## src/logic/usf_pkg.sv

```systemverilog
// Constants for the serial status flag block: register map, bit positions, reset values.
// Assumes a 32-bit APB master on CORE_CLK and strobes from transmitter and receiver.
// How it works
// - Apart from transmit-complete, a flag clears only after a status read saw it, then the data access.
// - Status register one sits at 0x0004, readable anytime, writes ignored.
// - Transmit-empty (bit 7) sets when the shifter takes the data word.
// - Transmit-empty clears by status read then low data byte write.
// - Transmit-complete (bit 6) low while sending; high when empty and nothing queued.
// - While transmit-complete is set the transmit line idles high.
// - Transmit-complete clears by read-then-write, or when anything is queued.
// - Simultaneous set and clear of transmit-complete leaves it cleared.
// - Receive-full (bit 5) sets on frame transfer; clears by read then data read.
// - Idle (bit 4) sets after 10 ones (8-bit) or 11 ones (9-bit).
// - After idle clears, a new receive-full must occur before idle sets again.
// - Idle line does not set idle while wakeup standby is set.
// - Idle clears by status read then low data byte read.
// - Overrun (bit 3) sets on second frame stop; new data dropped.
// - Overrun clears by read then data read; extra dummy read may be needed.
// - Noise (bit 2) sets with receive-full, never on overrun.
// - Framing (bit 1) sets with receive-full, not on overrun; blocks reception.
// - Parity (bit 0) sets on mismatch when enabled, with receive-full, not overrun.
// - Noise, framing and parity clear by status read then low data read.
// - Word-length bit selects 9-bit format when set, 8-bit when clear.
// - Wakeup standby suppresses receiver interrupt requests until hardware clears it.
// - Receive interrupt enable lets receive-full or overrun request an interrupt.
package usf_pkg;
	// ---------------------------------------------------------------
	// Register map
	// ---------------------------------------------------------------
	localparam logic [11:0] USF_OFS_STATUS_ONE = 12'h004;
	localparam logic [11:0] USF_OFS_DATA_HIGH = 12'h006;
	localparam logic [11:0] USF_OFS_DATA_LOW = 12'h007;
	localparam logic [11:0] USF_OFS_CONTROL = 12'h010;
	// ---------------------------------------------------------------
	// Status bit positions
	// ---------------------------------------------------------------
	localparam int USF_BIT_TRANSMIT_EMPTY_FLAG = 7;
	localparam int USF_BIT_TC = 6;
	localparam int USF_BIT_RECEIVE_FULL_FLAG = 5;
	localparam int USF_BIT_IDLE = 4;
	localparam int USF_BIT_OVR = 3;
	localparam int USF_BIT_NOISE = 2;
	localparam int USF_BIT_FRAME = 1;
	localparam int USF_BIT_PAR = 0;
	// ---------------------------------------------------------------
	// Control bit positions (word-length, wakeup standby, interrupt enable, parity enable, parity type)
	// ---------------------------------------------------------------
	localparam int USF_CTL_NINE_BIT = 0;
	localparam int USF_CTL_RWU = 1;
	localparam int USF_CTL_RIE = 2;
	localparam int USF_CTL_PAR_EN = 3;
	localparam int USF_CTL_PAR_TYPE = 4;
	// ---------------------------------------------------------------
	// Reset values and counts
	// ---------------------------------------------------------------
	localparam logic [7:0] USF_STATUS_RST = 8'hC0;
	localparam logic [7:0] USF_CONTROL_RST = 8'h00;
	localparam logic [3:0] USF_IDLE_ONES_8 = 4'hA;
	localparam logic [3:0] USF_IDLE_ONES_9 = 4'hB;
endpackage

```

## src/logic/usf_status_flags.sv

```systemverilog
// Status flag register of an asynchronous serial port with two-step flag clearing.
// Assumes transmitter and receiver give one-cycle event strobes on CORE_CLK; RXD is async.
`timescale 1ns/10ps
module usf_status_flags
	import usf_pkg::*;
(
	input wire logic CORE_CLK,
	input wire logic RST,
	input wire logic PSEL,
	input wire logic PENABLE,
	input wire logic PWRITE,
	input wire logic [11:0] PADDR,
	input wire logic [31:0] PWDATA,
	output logic [31:0] PRDATA,
	output logic PREADY,
	output logic PSLVERR,
	input wire logic TX_SHIFT_LOAD,
	input wire logic TX_QUEUED,
	input wire logic TX_BUSY,
	input wire logic TX_SERIAL,
	output logic TXD,
	input wire logic RXD,
	input wire logic RX_BIT_TICK,
	input wire logic RX_FRAME_DONE,
	input wire logic [8:0] RX_FRAME_DATA,
	input wire logic RX_NOISE,
	input wire logic RX_STOP_BIT,
	input wire logic RX_PARITY_BIT,
	input wire logic RX_WAKEUP,
	output logic RX_BLOCKED,
	output logic RX_IRQ
);
	import usf_pkg::*;

	logic [7:0] status_r;
	logic [7:0] armed_r;
	logic [7:0] control_r;
	logic [8:0] rx_data_r;
	logic [3:0] ones_cnt_r;
	logic idle_allowed_r;
	logic rxd_meta_r;
	logic rxd_sync_r;
	logic [31:0] prdata_r;
	logic acc;
	logic wr;
	logic rd;
	logic status_rd;
	logic data_low_rd;
	logic data_low_wr;
	logic [7:0] set_ev;
	logic [7:0] clr_ev;
	logic rx_accept;
	logic rx_overrun;
	logic parity_bad;
	logic idle_hit;
	logic [3:0] idle_need;
	logic known_addr;

	// ---------------------------------------------------------------
	// APB decode
	// ---------------------------------------------------------------
	// Every access finishes in its first access cycle, so no wait states.
	assign acc = PSEL && PENABLE;
	assign wr = acc && PWRITE;
	assign rd = acc && !PWRITE;
	assign status_rd = rd && (PADDR == USF_OFS_STATUS_ONE);
	assign data_low_rd = rd && (PADDR == USF_OFS_DATA_LOW);
	assign data_low_wr = wr && (PADDR == USF_OFS_DATA_LOW);
	assign known_addr = (PADDR == USF_OFS_STATUS_ONE) || (PADDR == USF_OFS_DATA_HIGH)
		|| (PADDR == USF_OFS_DATA_LOW) || (PADDR == USF_OFS_CONTROL);
	assign PREADY = 1'b1;
	assign PSLVERR = acc && !known_addr;
	assign PRDATA = prdata_r;

	always_ff @(posedge CORE_CLK)
	begin
		if (RST)
			prdata_r <= 32'h0000_0000;
		else if (PSEL && !PENABLE && !PWRITE)
		begin
			unique case (PADDR)
				USF_OFS_STATUS_ONE: prdata_r <= {24'h000000, status_r};
				USF_OFS_DATA_HIGH: prdata_r <= {24'h000000, rx_data_r[8], 7'h00};
				USF_OFS_DATA_LOW: prdata_r <= {24'h000000, rx_data_r[7:0]};
				USF_OFS_CONTROL: prdata_r <= {24'h000000, control_r};
				default: prdata_r <= 32'h0000_0000;
			endcase
		end
	end

	// Writes to the status register fall through here and have no effect.
	always_ff @(posedge CORE_CLK)
	begin
		if (RST)
			control_r <= USF_CONTROL_RST;
		else if (wr && (PADDR == USF_OFS_CONTROL))
			control_r <= PWDATA[7:0];
		else if (RX_WAKEUP)
			control_r[USF_CTL_RWU] <= 1'b0;
	end

	// ---------------------------------------------------------------
	// Receive input synchroniser and idle counter
	// ---------------------------------------------------------------
	always_ff @(posedge CORE_CLK)
	begin
		if (RST)
		begin
			rxd_meta_r <= 1'b1;
			rxd_sync_r <= 1'b1;
		end
		else
		begin
			rxd_meta_r <= RXD;
			rxd_sync_r <= rxd_meta_r;
		end
	end

	assign idle_need = control_r[USF_CTL_NINE_BIT] ? USF_IDLE_ONES_9 : USF_IDLE_ONES_8;
	assign idle_hit = RX_BIT_TICK && rxd_sync_r && (ones_cnt_r == idle_need - 4'h1);

	always_ff @(posedge CORE_CLK)
	begin
		if (RST)
			ones_cnt_r <= 4'h0;
		else if (RX_FRAME_DONE)
			ones_cnt_r <= 4'h0;
		else if (RX_BIT_TICK)
		begin
			if (!rxd_sync_r)
				ones_cnt_r <= 4'h0;
			else if (ones_cnt_r < idle_need)
				ones_cnt_r <= ones_cnt_r + 4'h1;
		end
	end

	always_ff @(posedge CORE_CLK)
	begin
		if (RST)
			idle_allowed_r <= 1'b0;
		else if (set_ev[USF_BIT_RECEIVE_FULL_FLAG])
			idle_allowed_r <= 1'b1;
		else if (clr_ev[USF_BIT_IDLE])
			idle_allowed_r <= 1'b0;
	end

	// ---------------------------------------------------------------
	// Event decode
	// ---------------------------------------------------------------
	assign RX_BLOCKED = status_r[USF_BIT_FRAME];
	assign rx_accept = RX_FRAME_DONE && !RX_BLOCKED && !status_r[USF_BIT_RECEIVE_FULL_FLAG];
	assign rx_overrun = RX_FRAME_DONE && !RX_BLOCKED && status_r[USF_BIT_RECEIVE_FULL_FLAG];
	assign parity_bad = control_r[USF_CTL_PAR_EN]
		&& ((^RX_FRAME_DATA[7:0] ^ RX_PARITY_BIT) != control_r[USF_CTL_PAR_TYPE]);

	always_comb
	begin
		set_ev = 8'h00;
		set_ev[USF_BIT_TRANSMIT_EMPTY_FLAG] = TX_SHIFT_LOAD;
		set_ev[USF_BIT_TC] = (status_r[USF_BIT_TRANSMIT_EMPTY_FLAG] || TX_SHIFT_LOAD) && !TX_BUSY;
		set_ev[USF_BIT_RECEIVE_FULL_FLAG] = rx_accept;
		set_ev[USF_BIT_IDLE] = idle_hit && idle_allowed_r && !control_r[USF_CTL_RWU];
		set_ev[USF_BIT_OVR] = rx_overrun;
		set_ev[USF_BIT_NOISE] = rx_accept && RX_NOISE;
		set_ev[USF_BIT_FRAME] = rx_accept && !RX_STOP_BIT;
		set_ev[USF_BIT_PAR] = rx_accept && parity_bad;
	end

	// Clears fire only for flags whose status read armed them; transmit-complete also clears on TX_QUEUED or TX_BUSY.
	always_comb
	begin
		clr_ev = 8'h00;
		clr_ev[USF_BIT_TRANSMIT_EMPTY_FLAG] = data_low_wr && armed_r[USF_BIT_TRANSMIT_EMPTY_FLAG];
		clr_ev[USF_BIT_TC] = (data_low_wr && armed_r[USF_BIT_TC]) || TX_QUEUED || TX_BUSY;
		clr_ev[USF_BIT_RECEIVE_FULL_FLAG] = data_low_rd && armed_r[USF_BIT_RECEIVE_FULL_FLAG];
		clr_ev[USF_BIT_IDLE] = data_low_rd && armed_r[USF_BIT_IDLE];
		clr_ev[USF_BIT_OVR] = data_low_rd && armed_r[USF_BIT_OVR];
		clr_ev[USF_BIT_NOISE] = data_low_rd && armed_r[USF_BIT_NOISE];
		clr_ev[USF_BIT_FRAME] = data_low_rd && armed_r[USF_BIT_FRAME];
		clr_ev[USF_BIT_PAR] = data_low_rd && armed_r[USF_BIT_PAR];
	end

	// ---------------------------------------------------------------
	// Flags and arming records
	// ---------------------------------------------------------------
	genvar gi;
	generate
		for (gi = 0; gi < 8; gi++)
		begin : g_flag
			always_ff @(posedge CORE_CLK)
			begin
				if (RST)
					status_r[gi] <= USF_STATUS_RST[gi];
				else if (gi == USF_BIT_TC)
					status_r[gi] <= clr_ev[gi] ? 1'b0 : (set_ev[gi] | status_r[gi]);
				else
					status_r[gi] <= set_ev[gi] | (status_r[gi] & ~clr_ev[gi]);
			end

			// A read arms a flag it saw set; a fresh set between steps keeps it armed.
			always_ff @(posedge CORE_CLK)
			begin
				if (RST)
					armed_r[gi] <= 1'b0;
				// Arm from the value the read returned; a flag that set after it was never seen.
				else if (status_rd && prdata_r[gi])
					armed_r[gi] <= 1'b1;
				else if (clr_ev[gi] || !status_r[gi])
					armed_r[gi] <= 1'b0;
			end
		end
	endgenerate

	// ---------------------------------------------------------------
	// Receive data holding and outputs
	// ---------------------------------------------------------------
	// Overrun data is dropped; the held frame stays intact.
	always_ff @(posedge CORE_CLK)
	begin
		if (RST)
			rx_data_r <= 9'h000;
		else if (rx_accept)
			rx_data_r <= RX_FRAME_DATA;
	end

	always_ff @(posedge CORE_CLK)
	begin
		if (RST)
			TXD <= 1'b1;
		else
			TXD <= status_r[USF_BIT_TC] ? 1'b1 : TX_SERIAL;
	end

	always_ff @(posedge CORE_CLK)
	begin
		if (RST)
			RX_IRQ <= 1'b0;
		else
			RX_IRQ <= control_r[USF_CTL_RIE] && !control_r[USF_CTL_RWU]
				&& (status_r[USF_BIT_RECEIVE_FULL_FLAG] || status_r[USF_BIT_OVR]);
	end
endmodule
```

## config.mk

```make
export PLATFORM = sky130hd
export DESIGN_NAME = usf_status_flags
export DESIGN_NICKNAME = d
export VERILOG_FILES = /design/src/logic/usf_pkg.sv /design/src/logic/usf_status_flags.sv
export SDC_FILE = /design/constraint.sdc
export NUM_CORES = 1
export LEC_CHECK = 0
export BUFFER_PORTS_ARGS = -buffer_cell sky130_fd_sc_hd__buf_2
export CAP_MARGIN = 0
export CORE_ASPECT_RATIO = 1.5
export CORE_MARGIN = 5
export CORE_UTILIZATION = 48
export DETAILED_ROUTE_END_ITERATION = 10
export PLACE_DENSITY = 0.82
export SETUP_SLACK_MARGIN = 0.2
export SLEW_MARGIN = 30
export SYNTH_ARGS = -nofsm -noshare
export SYNTH_HDL_FRONTEND = slang
export SYNTH_SLANG_ARGS = --single-unit
```

## constraint.sdc

```tcl
create_clock -name CORE_CLK -period 2.3 [get_ports CORE_CLK]
set_input_delay 0.345 -clock CORE_CLK [delete_from_list [all_inputs] [get_ports CORE_CLK]]
set_output_delay 0.345 -clock CORE_CLK [all_outputs]
set_load 0.05 [all_outputs]
```

==> flow_summary.yaml <==
clock_tree:
  root_buffer: "clkbuf_8"
  cts.clk_slew.worst_paths_ns: 0.08
  clock_latency_ns: 0.30
  cts_resized: 0
  cts_max_level: 2
  cts_tree: "yes"
  cts_sinks: 50
  cts_setup_buffers: 0
  hold_buffers: 0
  cts_buffer_depth: 2
  cts_inserted_buffers: 5
synthesis:
  netlist_instances: 315
  synth_ff_type: "dfxtp_1"
  syn_area_um2: 2600
  yosys_warnings: 0
  synth.avg_cell_area_um2: 8.26
  synth-edff-count: 0
  seq_area_frac_synth: 0.385
  synth_seq_cells: 50
  synth_top_area_frac: 0.385
  ys_types: 51
  netlist_top_cells_count: "dfxtp_1, nand3_1, a21oi_1, nand2_1, buf_4"
  yosys-top-cells-area: "dfxtp_1, buf_4, nand3_1"
  async_flop_share: 0
  synth_area_leader_cell: "dfxtp_1"
  synthMostInstantiatedCell: "dfxtp_1"
setup_path:
  max_stage_delay_ns: 0.56
  critPathRequiredTime_ns: 1.96
  worstPathMaxFanout: 4
  endpoint_kind: "output pin"
  crit_family: "simple AND/OR/NAND/NOR gates"
  crit_chain: "buf_2, or4_4, nor3_2, o21ai_0, nor2b_1, buf_2"
  path_buf_inv: 2
  path_class: "in2out"
  cp_data_arrival_time_ns: 1.68
  crit_path_frequent_cell: "buf_2"
  cp-start-kind: "input port"
  crit_slowest_cell: "or4_4"
die:
  core.rowCount: 32
  top_level_ports: 106
  die-area_um2: 7020
  die_w_um: 70.1
  initial_utilization: 0.500
  coreArea_um2: 5200
  die_h_um: 100
drt:
  num_vias: 2402
  dr_wl_met3_um: 375
  viasPerCell: 5.47
  highest_layer: "met4"
  first_iter_violations: 124
  wl_met2_mm: 3.52
  route.detailed.drc: 0
  wire_per_inst_um: 14.8
  wl_met1_mm: 2.41
  drt_wl_total_mm: 6.48
  ant_nets: 0
  drtPass1Iterations: 4
sta:
  drv_slew: 0
  max_slew_margin: 0.541
  period_share: 0.883
  fmax_mhz: 493
  setup_slack_ns: 0.270
  skew_ns: 0.00507
  rsz0062_at_grt: "no"
  tightest_slew_ns: 0.688
  setup_tns_ns: 0
  final-hold-violation-count: 0
  fin_crit_ns: 2.03
  finalSetupViolations: 0
placement:
  place_congestion: 0.919
  pre_cts_slack_ns: 0.270
  dpl-instance-area_um2: 2880
  port_buffers: 56
  dp_hpwl_mm: 4.95
finish:
  diodes: 0
  area.growth.synth_to_final_pct: 13.9
  final_core_util: 0.569
  fin_area_um2: 2960
  drive_gt1_frac: 0.232
  finalNetCount: 443
grt:
  grtUsageTotal: 0.186
  grt_pass1_vias: 2323
  grt_pass1_wl_mm: 10.4
  antenna_found_initial: 0
  grt_start_max_net_pins: 42
  grt_overflow: 0
job:
  cap_violations: 0
outcome:
  status: "finished clean"
pwr:
  p_total_mw: 1.69
  p_per_area_nw_per_um2: 572
  leakagePower_nw: 1.19
  worst_ir_drop_vdd_v: 0.000312
worst_hold_path:
  hold_path_class: "in2reg"
[cells by family after synthesis]
group                      after synthesis  synth area share
other                                    2           0.00289
AOI/OAI and AO/OA                       74             0.171
DFF                                     50             0.385
and+or+nand+nor                        128             0.283
buffers and inverters                   50             0.113
xor gates and xnor gates                 9            0.0356
adders and majority gates                2           0.00962
[routing by layer]
| metal | GRT usage | vias to the layer above |
|---|---|---|
| met5 | 0 | - |
| met2 | 0.350 | 90 |
| met3 | 0.0351 | 13 |
| li1 | - | 1190 |
| met4 | 0.0929 | 0 |
| met1 | 0.195 | 1109 |
[final cells by class]
cell class,count,area [µm²]
Clock buffer,6,82.6
Fill cell,488,2240
Sequential cell,50,1000
Timing Repair Buffer,67,363
Tap cell,68,85.1
Multi-Input combinational cell,238,1390
Inverter,10,37.5
[through the flow]
step           hold WS, ns  instances
2_1_floorplan        0.389        338
3_3_place_gp         0.396        433
3_5_place_dp         0.402        433
4_1_cts              0.219        439
5_1_grt              0.217        439
6_report             0.225        439
[where the power goes]
part           switching (mW)  internal, mW
combinational           0.205        0.0909
sequential             0.0184         0.888
clock                   0.259         0.232
total                   0.483          1.21
[registers in the layout (all words and copies together) (netlist names), 4 cells and up]
name	flops
control_r	8
ones_cnt_r	4
rx_data_r	9
PRDATA	8
status_r	7
armed_r	8
[layout by cell type (no fill, tap or decap), types with 7 or more instances in the layout]
cell / netlist / layout
buf_2: 1 / 56
dfxtp_1: 50 / 50
nand3_1: 36 / 36
a21oi_1: 33 / 33
nand2_1: 31 / 31
conb_1: 2 / 25
nand4_1: 13 / 13
buf_4: 26 / 11
inv_1: 10 / 10
o21ai_0: 10 / 10
o21ai_1: 9 / 9
a22o_1: 7 / 7
[final timing paths]
path / endpoint / cells after the start / start / slack (ns)
setup reg to reg: ones_cnt_r[2] / 5 / control_r[0] / 0.85
setup / recovery: PSLVERR / 6 / PADDR[9] / 0.27
hold / removal: TXD / 2 / TX_SERIAL / 0.23
hold reg to reg: rxd_sync_r / 1 / rxd_meta_r / 0.42
No activity file was read; power rests on OpenSTA's default activity.
